==> config.mk <==
export PLATFORM = sky130hd
export DESIGN_NAME = scmc_top
export DESIGN_NICKNAME = d
export VERILOG_FILES = /design/src/logic/scmc_pkg.sv /design/src/logic/scmc_sync.sv /design/src/logic/scmc_top.sv
export VERILOG_INCLUDE_DIRS = /design/src /design/src/logic
export SDC_FILE = /design/constraint.sdc
export NUM_CORES = 1
export LEC_CHECK = 0
export BUFFER_PORTS_ARGS = -buffer_cell sky130_fd_sc_hd__buf_2
export CAP_MARGIN = 20
export CORE_UTILIZATION = 56
export CTS_CLUSTER_DIAMETER = 40
export DETAILED_ROUTE_END_ITERATION = 12
export PLACE_DENSITY = 0.89
export SKIP_CTS_REPAIR_TIMING = 1
export SKIP_LAST_GASP = 1
export SYNTH_ARGS = -nofsm -noshare
export SYNTH_HDL_FRONTEND = slang
export SYNTH_SLANG_ARGS = --single-unit
export TNS_END_PERCENT = 1
==> constraint.sdc <==
create_clock -name clk_i -period 3.2 [get_ports clk_i]
set_input_delay 0 -clock clk_i [delete_from_list [all_inputs] [get_ports clk_i]]
set_output_delay 0 -clock clk_i [all_outputs]
set_load 0.005 [all_outputs]
==> src/logic/scmc_cfg.svh <==
// Constants of the standby and clock mode controller
`ifndef SCMC_CFG_SVH
`define SCMC_CFG_SVH
// =============================================================
// Control word field positions
`define SCMC_CTL_W 5
`define SCMC_CTL_XEN 4
`define SCMC_CTL_XTEN 3
`define SCMC_CTL_SYSCK 2
`define SCMC_CTL_IDLE 1
`define SCMC_CTL_TIMING_GEN_HALT_BIT 0
// =============================================================
// Base timer source select
`define SCMC_TBT_SEL_W 3
`define SCMC_TBT_TAPS 8
// =============================================================
// Timing
`define SCMC_CLK_NS 10
`define SCMC_GAP_NS 20
`define SCMC_GAP_CYC ((`SCMC_GAP_NS + `SCMC_CLK_NS - 1) / `SCMC_CLK_NS)
`define SCMC_GAP_W 2
// Nominal sub clock resonator, in Hz
`define SCMC_SUB_CLOCK_HZ 32768
`endif

==> src/logic/scmc_pkg.sv <==
// Types of the standby and clock mode controller
package scmc_pkg;
   // ==========================================================
   // Operating modes
   typedef enum logic [3:0] {
      single_clock_run_mode,
      dual_clock_run_mode,
      slow_main_osc_on_mode,
      slow_main_osc_off_mode,
      cpu_halt_hf_mode,
      cpu_halt_dual_mode,
      deep_idle_hf_mode,
      cpu_halt_lf_mode,
      cpu_halt_lf_dual_mode,
      deep_idle_lf_mode,
      osc_stop_mode
   } scmc_mode_t;
   // ==========================================================
   // Clock enables handed to the chip
   typedef struct packed {
      logic main_osc_en;
      logic sub_osc_en;
      logic cpu_clk_en;
      logic cpu_clk_sel_lf;
      logic periph_hf_en;
      logic periph_lf_en;
      logic tbt_clk_en;
      logic tbt_clk_sel_lf;
   } scmc_clk_ctrl_t;
endpackage : scmc_pkg

==> src/logic/scmc_sync.sv <==
// Pin input synchroniser with agreement filter
`timescale 1ns/100ps
module scmc_sync #(
   parameter int W = 1
) (
   input wire logic clk_i,
   input wire logic reset_i,
   input wire logic [W-1:0] pin_i,
   output logic [W-1:0] level_o
);
   logic [W-1:0] s1_ff;
   logic [W-1:0] s2_ff;
   logic [W-1:0] s3_ff;
   genvar g;
   generate
      for (g = 0; g < W; g++) begin : g_bit
         // =================================================
         // Three stages; stage one feeds stage two only
         always_ff @(posedge clk_i or posedge reset_i) begin
            if (reset_i) begin
               s1_ff[g] <= 1'b0;
               s2_ff[g] <= 1'b0;
               s3_ff[g] <= 1'b0;
               level_o[g] <= 1'b0;
            end else begin
               s1_ff[g] <= pin_i[g];
               s2_ff[g] <= s1_ff[g];
               s3_ff[g] <= s2_ff[g];
               if (s2_ff[g] == s3_ff[g]) begin
                  level_o[g] <= s3_ff[g];
               end
            end
         end
      end
   endgenerate
endmodule : scmc_sync

==> src/logic/scmc_top.sv <==
// Standby and clock-source mode controller
// What this block does
// - Stop mode halts both oscillators and clocks
// - Slow one: low clock, main oscillator off
// - Slow two: CPU low clock, main running
// - Deep idle high: timer only, wakes on edge
// - Deep idle low: timer on low clock, edge
// - Idle high: CPU halted, interrupt wakes
// - Idle dual: CPU halted, both clocks, interrupt
// - Sleep one: CPU halted, low clock, interrupt
// - Sleep two: CPU halted, both oscillators, interrupt
// - Two independent oscillators, main and sub
// - Stop release input ends stop mode
// - Reset enters single clock run mode
// - Idle bit write enters an idle or sleep mode
// - Halt bit write enters a deep idle
`timescale 1ns/100ps
`include "scmc_cfg.svh"
module scmc_top (
   input wire logic clk_i,
   input wire logic reset_i,
   input wire logic ctl_wr_i,
   input wire logic [`SCMC_CTL_W-1:0] ctl_data_i,
   input wire logic stop_req_i,
   input wire logic stop_release_i,
   input wire logic irq_req_i,
   input wire logic [`SCMC_TBT_SEL_W-1:0] base_timer_clock_select_i,
   input wire logic [`SCMC_TBT_TAPS-1:0] tbt_src_i,
   output scmc_pkg::scmc_mode_t mode_o,
   output scmc_pkg::scmc_clk_ctrl_t clk_ctrl_o,
   output logic wake_o
);
   scmc_pkg::scmc_mode_t mode_ff;
   scmc_pkg::scmc_mode_t nxt_mode;
   scmc_pkg::scmc_mode_t resume_ff;
   scmc_pkg::scmc_clk_ctrl_t nxt_ctrl;
   logic stop_rel_lvl;
   logic tap_prev_ff;
   logic tap_fall;
   logic wake;
   logic [`SCMC_GAP_W-1:0] gap_ff;
   logic [`SCMC_GAP_W-1:0] nxt_gap;

   // ==========================================================
   // Stop release pin crossing
   scmc_sync #(.W(1)) u_stop_sync (
      .clk_i(clk_i),
      .reset_i(reset_i),
      .pin_i(stop_release_i),
      .level_o(stop_rel_lvl)
   );

   // ==========================================================
   // Base timer source falling edge
   always_ff @(posedge clk_i or posedge reset_i) begin
      if (reset_i) begin
         tap_prev_ff <= 1'b0;
      end else begin
         tap_prev_ff <= tbt_src_i[base_timer_clock_select_i];
      end
   end
   assign tap_fall = tap_prev_ff & ~tbt_src_i[base_timer_clock_select_i];

   // ==========================================================
   // Helpers
   function automatic logic is_lf_cpu(input scmc_pkg::scmc_mode_t m);
      is_lf_cpu = (m == scmc_pkg::slow_main_osc_on_mode) ||
                  (m == scmc_pkg::slow_main_osc_off_mode);
   endfunction : is_lf_cpu

   function automatic logic is_run(input scmc_pkg::scmc_mode_t m);
      is_run = (m == scmc_pkg::single_clock_run_mode) ||
               (m == scmc_pkg::dual_clock_run_mode) || is_lf_cpu(m);
   endfunction : is_run

   function automatic scmc_pkg::scmc_clk_ctrl_t decode(
      input scmc_pkg::scmc_mode_t m);
      scmc_pkg::scmc_clk_ctrl_t c;
      c = '0;
      case (m)
         scmc_pkg::single_clock_run_mode: begin
            c.main_osc_en = 1'b1;
            c.cpu_clk_en = 1'b1;
            c.periph_hf_en = 1'b1;
            c.tbt_clk_en = 1'b1;
         end
         scmc_pkg::dual_clock_run_mode: begin
            c.main_osc_en = 1'b1;
            c.sub_osc_en = 1'b1;
            c.cpu_clk_en = 1'b1;
            c.periph_hf_en = 1'b1;
            c.periph_lf_en = 1'b1;
            c.tbt_clk_en = 1'b1;
         end
         scmc_pkg::slow_main_osc_on_mode: begin
            c.main_osc_en = 1'b1;
            c.sub_osc_en = 1'b1;
            c.cpu_clk_en = 1'b1;
            c.cpu_clk_sel_lf = 1'b1;
            c.periph_hf_en = 1'b1;
            c.periph_lf_en = 1'b1;
            c.tbt_clk_en = 1'b1;
            c.tbt_clk_sel_lf = 1'b1;
         end
         scmc_pkg::slow_main_osc_off_mode: begin
            c.sub_osc_en = 1'b1;
            c.cpu_clk_en = 1'b1;
            c.cpu_clk_sel_lf = 1'b1;
            c.periph_lf_en = 1'b1;
            c.tbt_clk_en = 1'b1;
            c.tbt_clk_sel_lf = 1'b1;
         end
         scmc_pkg::cpu_halt_hf_mode: begin
            c.main_osc_en = 1'b1;
            c.periph_hf_en = 1'b1;
            c.tbt_clk_en = 1'b1;
         end
         scmc_pkg::cpu_halt_dual_mode, scmc_pkg::cpu_halt_lf_dual_mode: begin
            c.main_osc_en = 1'b1;
            c.sub_osc_en = 1'b1;
            c.periph_hf_en = 1'b1;
            c.periph_lf_en = 1'b1;
            c.tbt_clk_en = 1'b1;
            c.tbt_clk_sel_lf = (m == scmc_pkg::cpu_halt_lf_dual_mode);
         end
         scmc_pkg::cpu_halt_lf_mode: begin
            c.sub_osc_en = 1'b1;
            c.periph_lf_en = 1'b1;
            c.tbt_clk_en = 1'b1;
            c.tbt_clk_sel_lf = 1'b1;
         end
         scmc_pkg::deep_idle_hf_mode: begin
            c.main_osc_en = 1'b1;
            c.sub_osc_en = resume_ff == scmc_pkg::dual_clock_run_mode;
            c.tbt_clk_en = 1'b1;
         end
         scmc_pkg::deep_idle_lf_mode: begin
            c.sub_osc_en = 1'b1;
            c.main_osc_en = resume_ff == scmc_pkg::slow_main_osc_on_mode;
            c.tbt_clk_en = 1'b1;
            c.tbt_clk_sel_lf = 1'b1;
         end
         scmc_pkg::osc_stop_mode: begin
            c = '0;
         end
         default: begin
            c = '0;
         end
      endcase
      decode = c;
   endfunction : decode

   // ==========================================================
   // Next mode
   always_comb begin
      nxt_mode = mode_ff;
      wake = 1'b0;
      case (mode_ff)
         scmc_pkg::single_clock_run_mode,
         scmc_pkg::dual_clock_run_mode,
         scmc_pkg::slow_main_osc_on_mode,
         scmc_pkg::slow_main_osc_off_mode: begin
            if (stop_req_i) begin
               nxt_mode = scmc_pkg::osc_stop_mode;
            end else if (ctl_wr_i && ctl_data_i[`SCMC_CTL_TIMING_GEN_HALT_BIT]) begin
               nxt_mode = is_lf_cpu(mode_ff) ? scmc_pkg::deep_idle_lf_mode
                          : scmc_pkg::deep_idle_hf_mode;
            end else if (ctl_wr_i && ctl_data_i[`SCMC_CTL_IDLE]) begin
               case (mode_ff)
                  scmc_pkg::dual_clock_run_mode:
                     nxt_mode = scmc_pkg::cpu_halt_dual_mode;
                  scmc_pkg::slow_main_osc_on_mode:
                     nxt_mode = scmc_pkg::cpu_halt_lf_dual_mode;
                  scmc_pkg::slow_main_osc_off_mode:
                     nxt_mode = scmc_pkg::cpu_halt_lf_mode;
                  default:
                     nxt_mode = scmc_pkg::cpu_halt_hf_mode;
               endcase
            end else if (ctl_wr_i) begin
               // Slow needs the sub oscillator; main off only in slow
               if (ctl_data_i[`SCMC_CTL_SYSCK] &&
                   ctl_data_i[`SCMC_CTL_XTEN]) begin
                  nxt_mode = ctl_data_i[`SCMC_CTL_XEN]
                     ? scmc_pkg::slow_main_osc_on_mode
                     : scmc_pkg::slow_main_osc_off_mode;
               end else if (!ctl_data_i[`SCMC_CTL_SYSCK]) begin
                  nxt_mode = ctl_data_i[`SCMC_CTL_XTEN]
                     ? scmc_pkg::dual_clock_run_mode
                     : scmc_pkg::single_clock_run_mode;
               end
            end
         end
         scmc_pkg::cpu_halt_hf_mode, scmc_pkg::cpu_halt_dual_mode,
         scmc_pkg::cpu_halt_lf_mode, scmc_pkg::cpu_halt_lf_dual_mode: begin
            if (irq_req_i) begin
               wake = 1'b1;
               nxt_mode = resume_ff;
            end
         end
         scmc_pkg::deep_idle_hf_mode, scmc_pkg::deep_idle_lf_mode: begin
            if (tap_fall) begin
               wake = 1'b1;
               nxt_mode = resume_ff;
            end
         end
         scmc_pkg::osc_stop_mode: begin
            if (stop_rel_lvl) begin
               wake = 1'b1;
               nxt_mode = resume_ff;
            end
         end
         default: begin
            nxt_mode = scmc_pkg::single_clock_run_mode;
         end
      endcase
   end

   // ==========================================================
   // Mode register and run mode to return to
   always_ff @(posedge clk_i or posedge reset_i) begin
      if (reset_i) begin
         mode_ff <= scmc_pkg::single_clock_run_mode;
         resume_ff <= scmc_pkg::single_clock_run_mode;
      end else begin
         mode_ff <= nxt_mode;
         if (is_run(mode_ff)) begin
            resume_ff <= mode_ff;
         end
      end
   end

   // ==========================================================
   // Break before make on a CPU source change avoids a runt pulse
   always_comb begin
      nxt_gap = (gap_ff != '0) ? gap_ff - 1'b1 : gap_ff;
      if (is_lf_cpu(nxt_mode) != is_lf_cpu(mode_ff) &&
          is_run(nxt_mode)) begin
         nxt_gap = `SCMC_GAP_W'(`SCMC_GAP_CYC);
      end
      nxt_ctrl = decode(nxt_mode);
      if (nxt_gap != '0) begin
         nxt_ctrl.cpu_clk_en = 1'b0;
      end
   end

   always_ff @(posedge clk_i or posedge reset_i) begin
      if (reset_i) begin
         gap_ff <= '0;
         clk_ctrl_o <= '0;
         mode_o <= scmc_pkg::single_clock_run_mode;
         wake_o <= 1'b0;
      end else begin
         gap_ff <= nxt_gap;
         clk_ctrl_o <= nxt_ctrl;
         mode_o <= nxt_mode;
         wake_o <= wake;
      end
   end
endmodule : scmc_top

* After elaboration in Yosys (flattened, before gate mapping)
Index checks and enable logic that the tools add are counted.
W data, S select, Z words.
** Storage, ports and cells
- Input bits :: 22
- Bits in registers :: 24
- Output and inout port bits :: 13
- Logic and storage cells :: 101
** Operators by class
- Magnitude comparators :: 1
- $add $sub $neg :: 1
- Bitwise gates (word level) :: 2
- Muxes and demuxes :: 31
- Reductions and logical operators :: 26
- Eq/ne operators :: 23
** Operators with widths (count)
- $mux W4 :: 10
- $eq A4 B3 Y1 const B :: 8
- $eq A4 B2 Y1 const B :: 5
- $eq A4 B4 Y1 const B :: 5
- $pmux W4 S4 :: 1
- $reduce_or A4 Y1 :: 4
- $reduce_or A7 Y1 :: 2
- $eq A4 B1 Y1 const B :: 3
- $mux W1 :: 12
- $pmux W4 S3 :: 1
- $reduce_or A6 Y1 :: 2
- $reduce_or A10 Y1 :: 1
- $logic_not A4 Y1 :: 2
- $logic_or A1 B1 Y1 :: 6
- $pmux W1 S2 :: 3
- $reduce_or A2 Y1 :: 3
- $logic_and A1 B1 Y1 :: 4
- $lt A3 B4 Y1 const B :: 1
- $mux W2 :: 2
- $reduce_bool A2 Y1 :: 2
- $bmux W1 S3 :: 1
- $pmux W1 S3 :: 1
- $sub A2 B1 Y2 const B :: 1
- $and A1 B1 Y1 :: 1
- other kinds (3) :: 3

* Longest topological paths before layout
- Word-level depth :: 15
- Gate-level depth with buffers :: 9
- Depth with buffers taken out :: 9

* Cells and area by module
A second synthesis with hierarchy kept.
** Unflattened totals
- Cells, all modules :: 146
- Area total of the unflattened synthesis :: 1435.1 sq um
** Modules (own cells, without submodules)
- scmc_top :: instances 1, area an instance 1320.0 sq um, cells each 140, seq. area each 500.5 sq um
- scmc_sync :: instances 1, area an instance 115.1 sq um, cells each 6, seq. area each 100.1 sq um

* Worst setup path before layout
Ideal clock, no wire load.
- Path type :: register -> register
- From :: reg mode_o[2] (netlist name)
- To :: reg clk_ctrl_o[2] (netlist name)
- Clock period less this slack :: 2.163 ns
- Data required time :: 3.114 ns
- Slack :: 1.037 ns
- Data arrival time :: 2.077 ns
- Stages on the path, launching flop included :: 10
- Library setup time :: 0.086 ns
- Path buffers :: 1
- Path through :: dfrtp_1 -> buf_2 -> nor2b_1 -> and2_1 -> a31o_1 -> a221o_1 -> o21ba_4 -> inv_4 -> or3_4 -> o221ai_2
** RTL lines
- end signal: assignment :: RTL line scmc_top.sv:254 : clk_ctrl_o <= nxt_ctrl;
- end: declaration :: RTL line scmc_top.sv:30 : output scmc_pkg::scmc_clk_ctrl_t clk_ctrl_o,

==> results.sh <==
export IMPL_status="finished clean"
export IMPL_pwr_share_seq=0.353
export IMPL_intPower_mw=0.864
export IMPL_syn_inst=141
export IMPL_drt_wl_total_mm=2.97
export IMPL_clkTransAtPathRegs_ns=0.12
export IMPL_postSynth_asyncResetShare=1.00
export IMPL_worstSetupEndpointType="flip-flop"
export IMPL_finClkSkew_ns=0.00256
export IMPL_std_cell_rows=17
export IMPL_rr_worst_depth=8
export IMPL_crit_required_ns=3.42
export IMPL_cts_root_buffer="clkbuf_4"
export IMPL_reg2reg_from="mode_o[1]"
export IMPL_viasPerCell=5.90
export IMPL_maxSlewHeadroom=0.402
export IMPL_fillerInstances=187
export IMPL_synthTopCellsByArea="dfrtp_1 (44%), mux2i_1 (3.0%), o21ai_0 (3.0%), nand2_1 (2.8%), nor2b_1 (2.8%)"
export IMPL_yosys_top_cells_count="dfrtp_1 (24), nand2_1 (10), inv_1 (9)"
export IMPL_antenna_found_initial=0
export IMPL_route_detailed_drc=0
export IMPL_register_area_um2=601
export IMPL_power_frac_clock=0.146
export IMPL_synth_simple_area_share=0.214
export IMPL_synth_most_common_cell="dfrtp_1"
export IMPL_die_w_um=51.2
export IMPL_coreArea_um2=2250
export IMPL_drtIter0Drc=39
export IMPL_avgSynthCellArea_um2=9.61
export IMPL_h_tree_depth=1
export IMPL_ys_types=49
export IMPL_power_density_nw_per_um2=900
export IMPL_vdd_ir_drop_max_uv=806
export IMPL_worstSetupStartpointType="flip-flop"
export IMPL_start_util=0.601
export IMPL_grt_max_degree=25
export IMPL_setup_viol=0
export IMPL_antenna_left=0
export IMPL_worstMarginPinSlew_ns=0.896
export IMPL_port_buffers=34
export IMPL_grt_pass1_wl_mm=4.98
export IMPL_yosys_area_share_adder=0.00739
export IMPL_critPathKind="flip-flop to flip-flop"
export IMPL_cts_num_sinks=24
export IMPL_ff2ff_setup_slack_ns=0.78
export IMPL_post_route_period_util=0.757
export IMPL_syn_nets=163
export IMPL_synth_top_family_by_area="compound AO/OA/AOI/OAI gates"
export IMPL_dp_hpwl_mm=2.24
export IMPL_numCtsBuffers=3
export IMPL_synth_area_leader_cell="dfrtp_1"
export IMPL_antennaDiodeCount=0
export IMPL_path_max_fanout=14
export IMPL_first_global_vias=1181
export IMPL_die_area_um2=2620
export IMPL_synth_compound_area_frac=0.227
export IMPL_synth_seq_cells=24
export IMPL_ys_flop_type="dfrtp_1"
export IMPL_final_setup_tns_ns=0
export IMPL_io_pins=35
export IMPL_syn_area_um2=1360
export IMPL_yosysTopAreaCellShare=0.443
export IMPL_fin_nets=199
export IMPL_netSwitchingFraction=0.400
export IMPL_fin_crit_ns=2.42
export IMPL_synth_edf_count=0
export IMPL_multi_input_area_um2=679
export IMPL_area_growth_pct=18.2
export IMPL_gp_congestion=0.839
export IMPL_cp_startpoint="mode_o[1]"
export IMPL_p_sw_mw=0.577
export IMPL_rsz0062_at_grt="false"
export IMPL_grt_usage=0.254
export IMPL_fin_cells=204
export IMPL_dr_pass1_iters=7
export IMPL_maxCapViolCount=0
export IMPL_vias=1203
export IMPL_clk_latency_ns=0.30
export IMPL_whs_ns=0.174
export IMPL_p_leak_nw=0.746
export IMPL_timing_hold_violations_final=0
export IMPL_cp_endpoint="clk_ctrl_o[2]"
export IMPL_synthMuxAreaShare=0.0462
export IMPL_cts_path_max_buffers=2
export IMPL_yosysSeqAreaShare=0.443
export IMPL_worstPathArrival_ns=2.65
export IMPL_die_y_um=51.2
export IMPL_ys_warn_count=0
export IMPL_grt_ovfl_total=0
export IMPL_wire_per_inst_um=14.5
export IMPL_drive_gt1_frac=0.261
export IMPL_slew_violations=0
export IMPL_dp_cells=198
export IMPL_synth_xor_area_frac=0.00646
export IMPL_min_path_type="input pin to flip-flop"
export IMPL_cts_tree="done"
export IMPL_max_freq_mhz=413
export IMPL_pwr_share_comb=0.501
export IMPL_reg2reg_to="clk_ctrl_o[2]"
## power by group through the flow
stage / Clock, mW / Sequential, mW / Combinational [mW]
after detailed placement: 0 / 0.513 / 0.709
final: 0.211 / 0.509 / 0.721
after global routing: 0.225 / 0.526 / 0.789
after floorplan: 0 / 0.467 / 0.578
after global placement: 0 / 0.508 / 0.695
after CTS: 0.214 / 0.508 / 0.714
## per-stage QoR
stage / utilization / setup slack [ns] / area, µm² / power [mW]
2_1_floorplan: - / 1.04 / 1360 / 1.04
3_3_place_gp: 0.678 / 0.924 / 1530 / 1.20
3_5_place_dp: 0.678 / 0.844 / 1530 / 1.22
4_1_cts: 0.701 / 0.812 / 1580 / 1.44
5_1_grt: 0.710 / 0.668 / 1600 / 1.54
6_report: 0.710 / 0.778 / 1600 / 1.44
## sequential cells by signal, summed over array words and instances, names as in the netlist
name / count
wake_o: 1
tap_prev_ff: 1
mode_o: 4
u_stop_sync.s1_ff: 1
gap_ff: 2
u_stop_sync.level_o: 1
resume_ff: 4
u_stop_sync.s2_ff: 1
u_stop_sync.s3_ff: 1
clk_ctrl_o: 8
## logic make-up after synthesis
logic type      count (synthesis)
simple gates                   51
flops                          24
mux                             6
buf+inv                        16
compound gates                 42
xor+xnor                        1
fa+ha+maj                       1
## layout make-up
| class | count | area share |
|---|---|---|
| sequential | 24 | 0.375 |
| clock inverter | 1 | 0.0187 |
| timing repair buffer | 36 | 0.119 |
| clock buffer | 3 | 0.0141 |
| multi-input combinational | 101 | 0.424 |
| inverter | 11 | 0.0273 |
| tap | 28 | 0.0219 |
## cells in the final DEF (no fill, tap or decap), types with 2 or more instances in the layout
master         count
dlygate4sd3_1      2
nor4b_1            2
clkbuf_4           3
dfrtp_1           24
and3_1             2
nor4bb_1           2
nor2_1             7
nor3_1             4
nor2b_1            6
inv_1              9
nand2b_1           5
a31oi_1            4
nand2_1           10
and2_1             3
a211oi_1           2
mux2i_1            4
buf_2             34
nand3_1            3
nor3b_1            3
o21ai_0            8
o211ai_1           4
a21oi_1            6
## how the worst min path moves through the flow
stage	from	end	depth (start not counted)	slack [ns]
after floorplan	reset_i	clk_ctrl_o[0]	1	0.01
after global placement	stop_release_i	u_stop_sync.s1_ff	1	0.11
after detailed placement	stop_release_i	u_stop_sync.s1_ff	1	0.11
after CTS	stop_release_i	u_stop_sync.s1_ff	1	-0.21
after global routing	base_timer_clock_select_i[1]	tap_prev_ff	5	0.19
final	base_timer_clock_select_i[1]	tap_prev_ff	5	0.17
## worst max-delay path, stage by stage (launching register included)
cell,delay (ns)
dfrtp_1,0.53
a21oi_1,0.23
a211oi_1,0.07
or3_1,0.36
a221o_1,0.30
o21ba_4,0.28
inv_4,0.06
or3_4,0.34
o221ai_2,0.17
## routing by layer
metal	vias to the layer above	track usage	wire length [µm]
li1	581	-	-
met1	575	0.327	1250
met2	41	0.452	1520
met3	6	0.0327	157
met4	0	0.0602	36
met5	-	0	0
(Power assumes the default switching activity.)
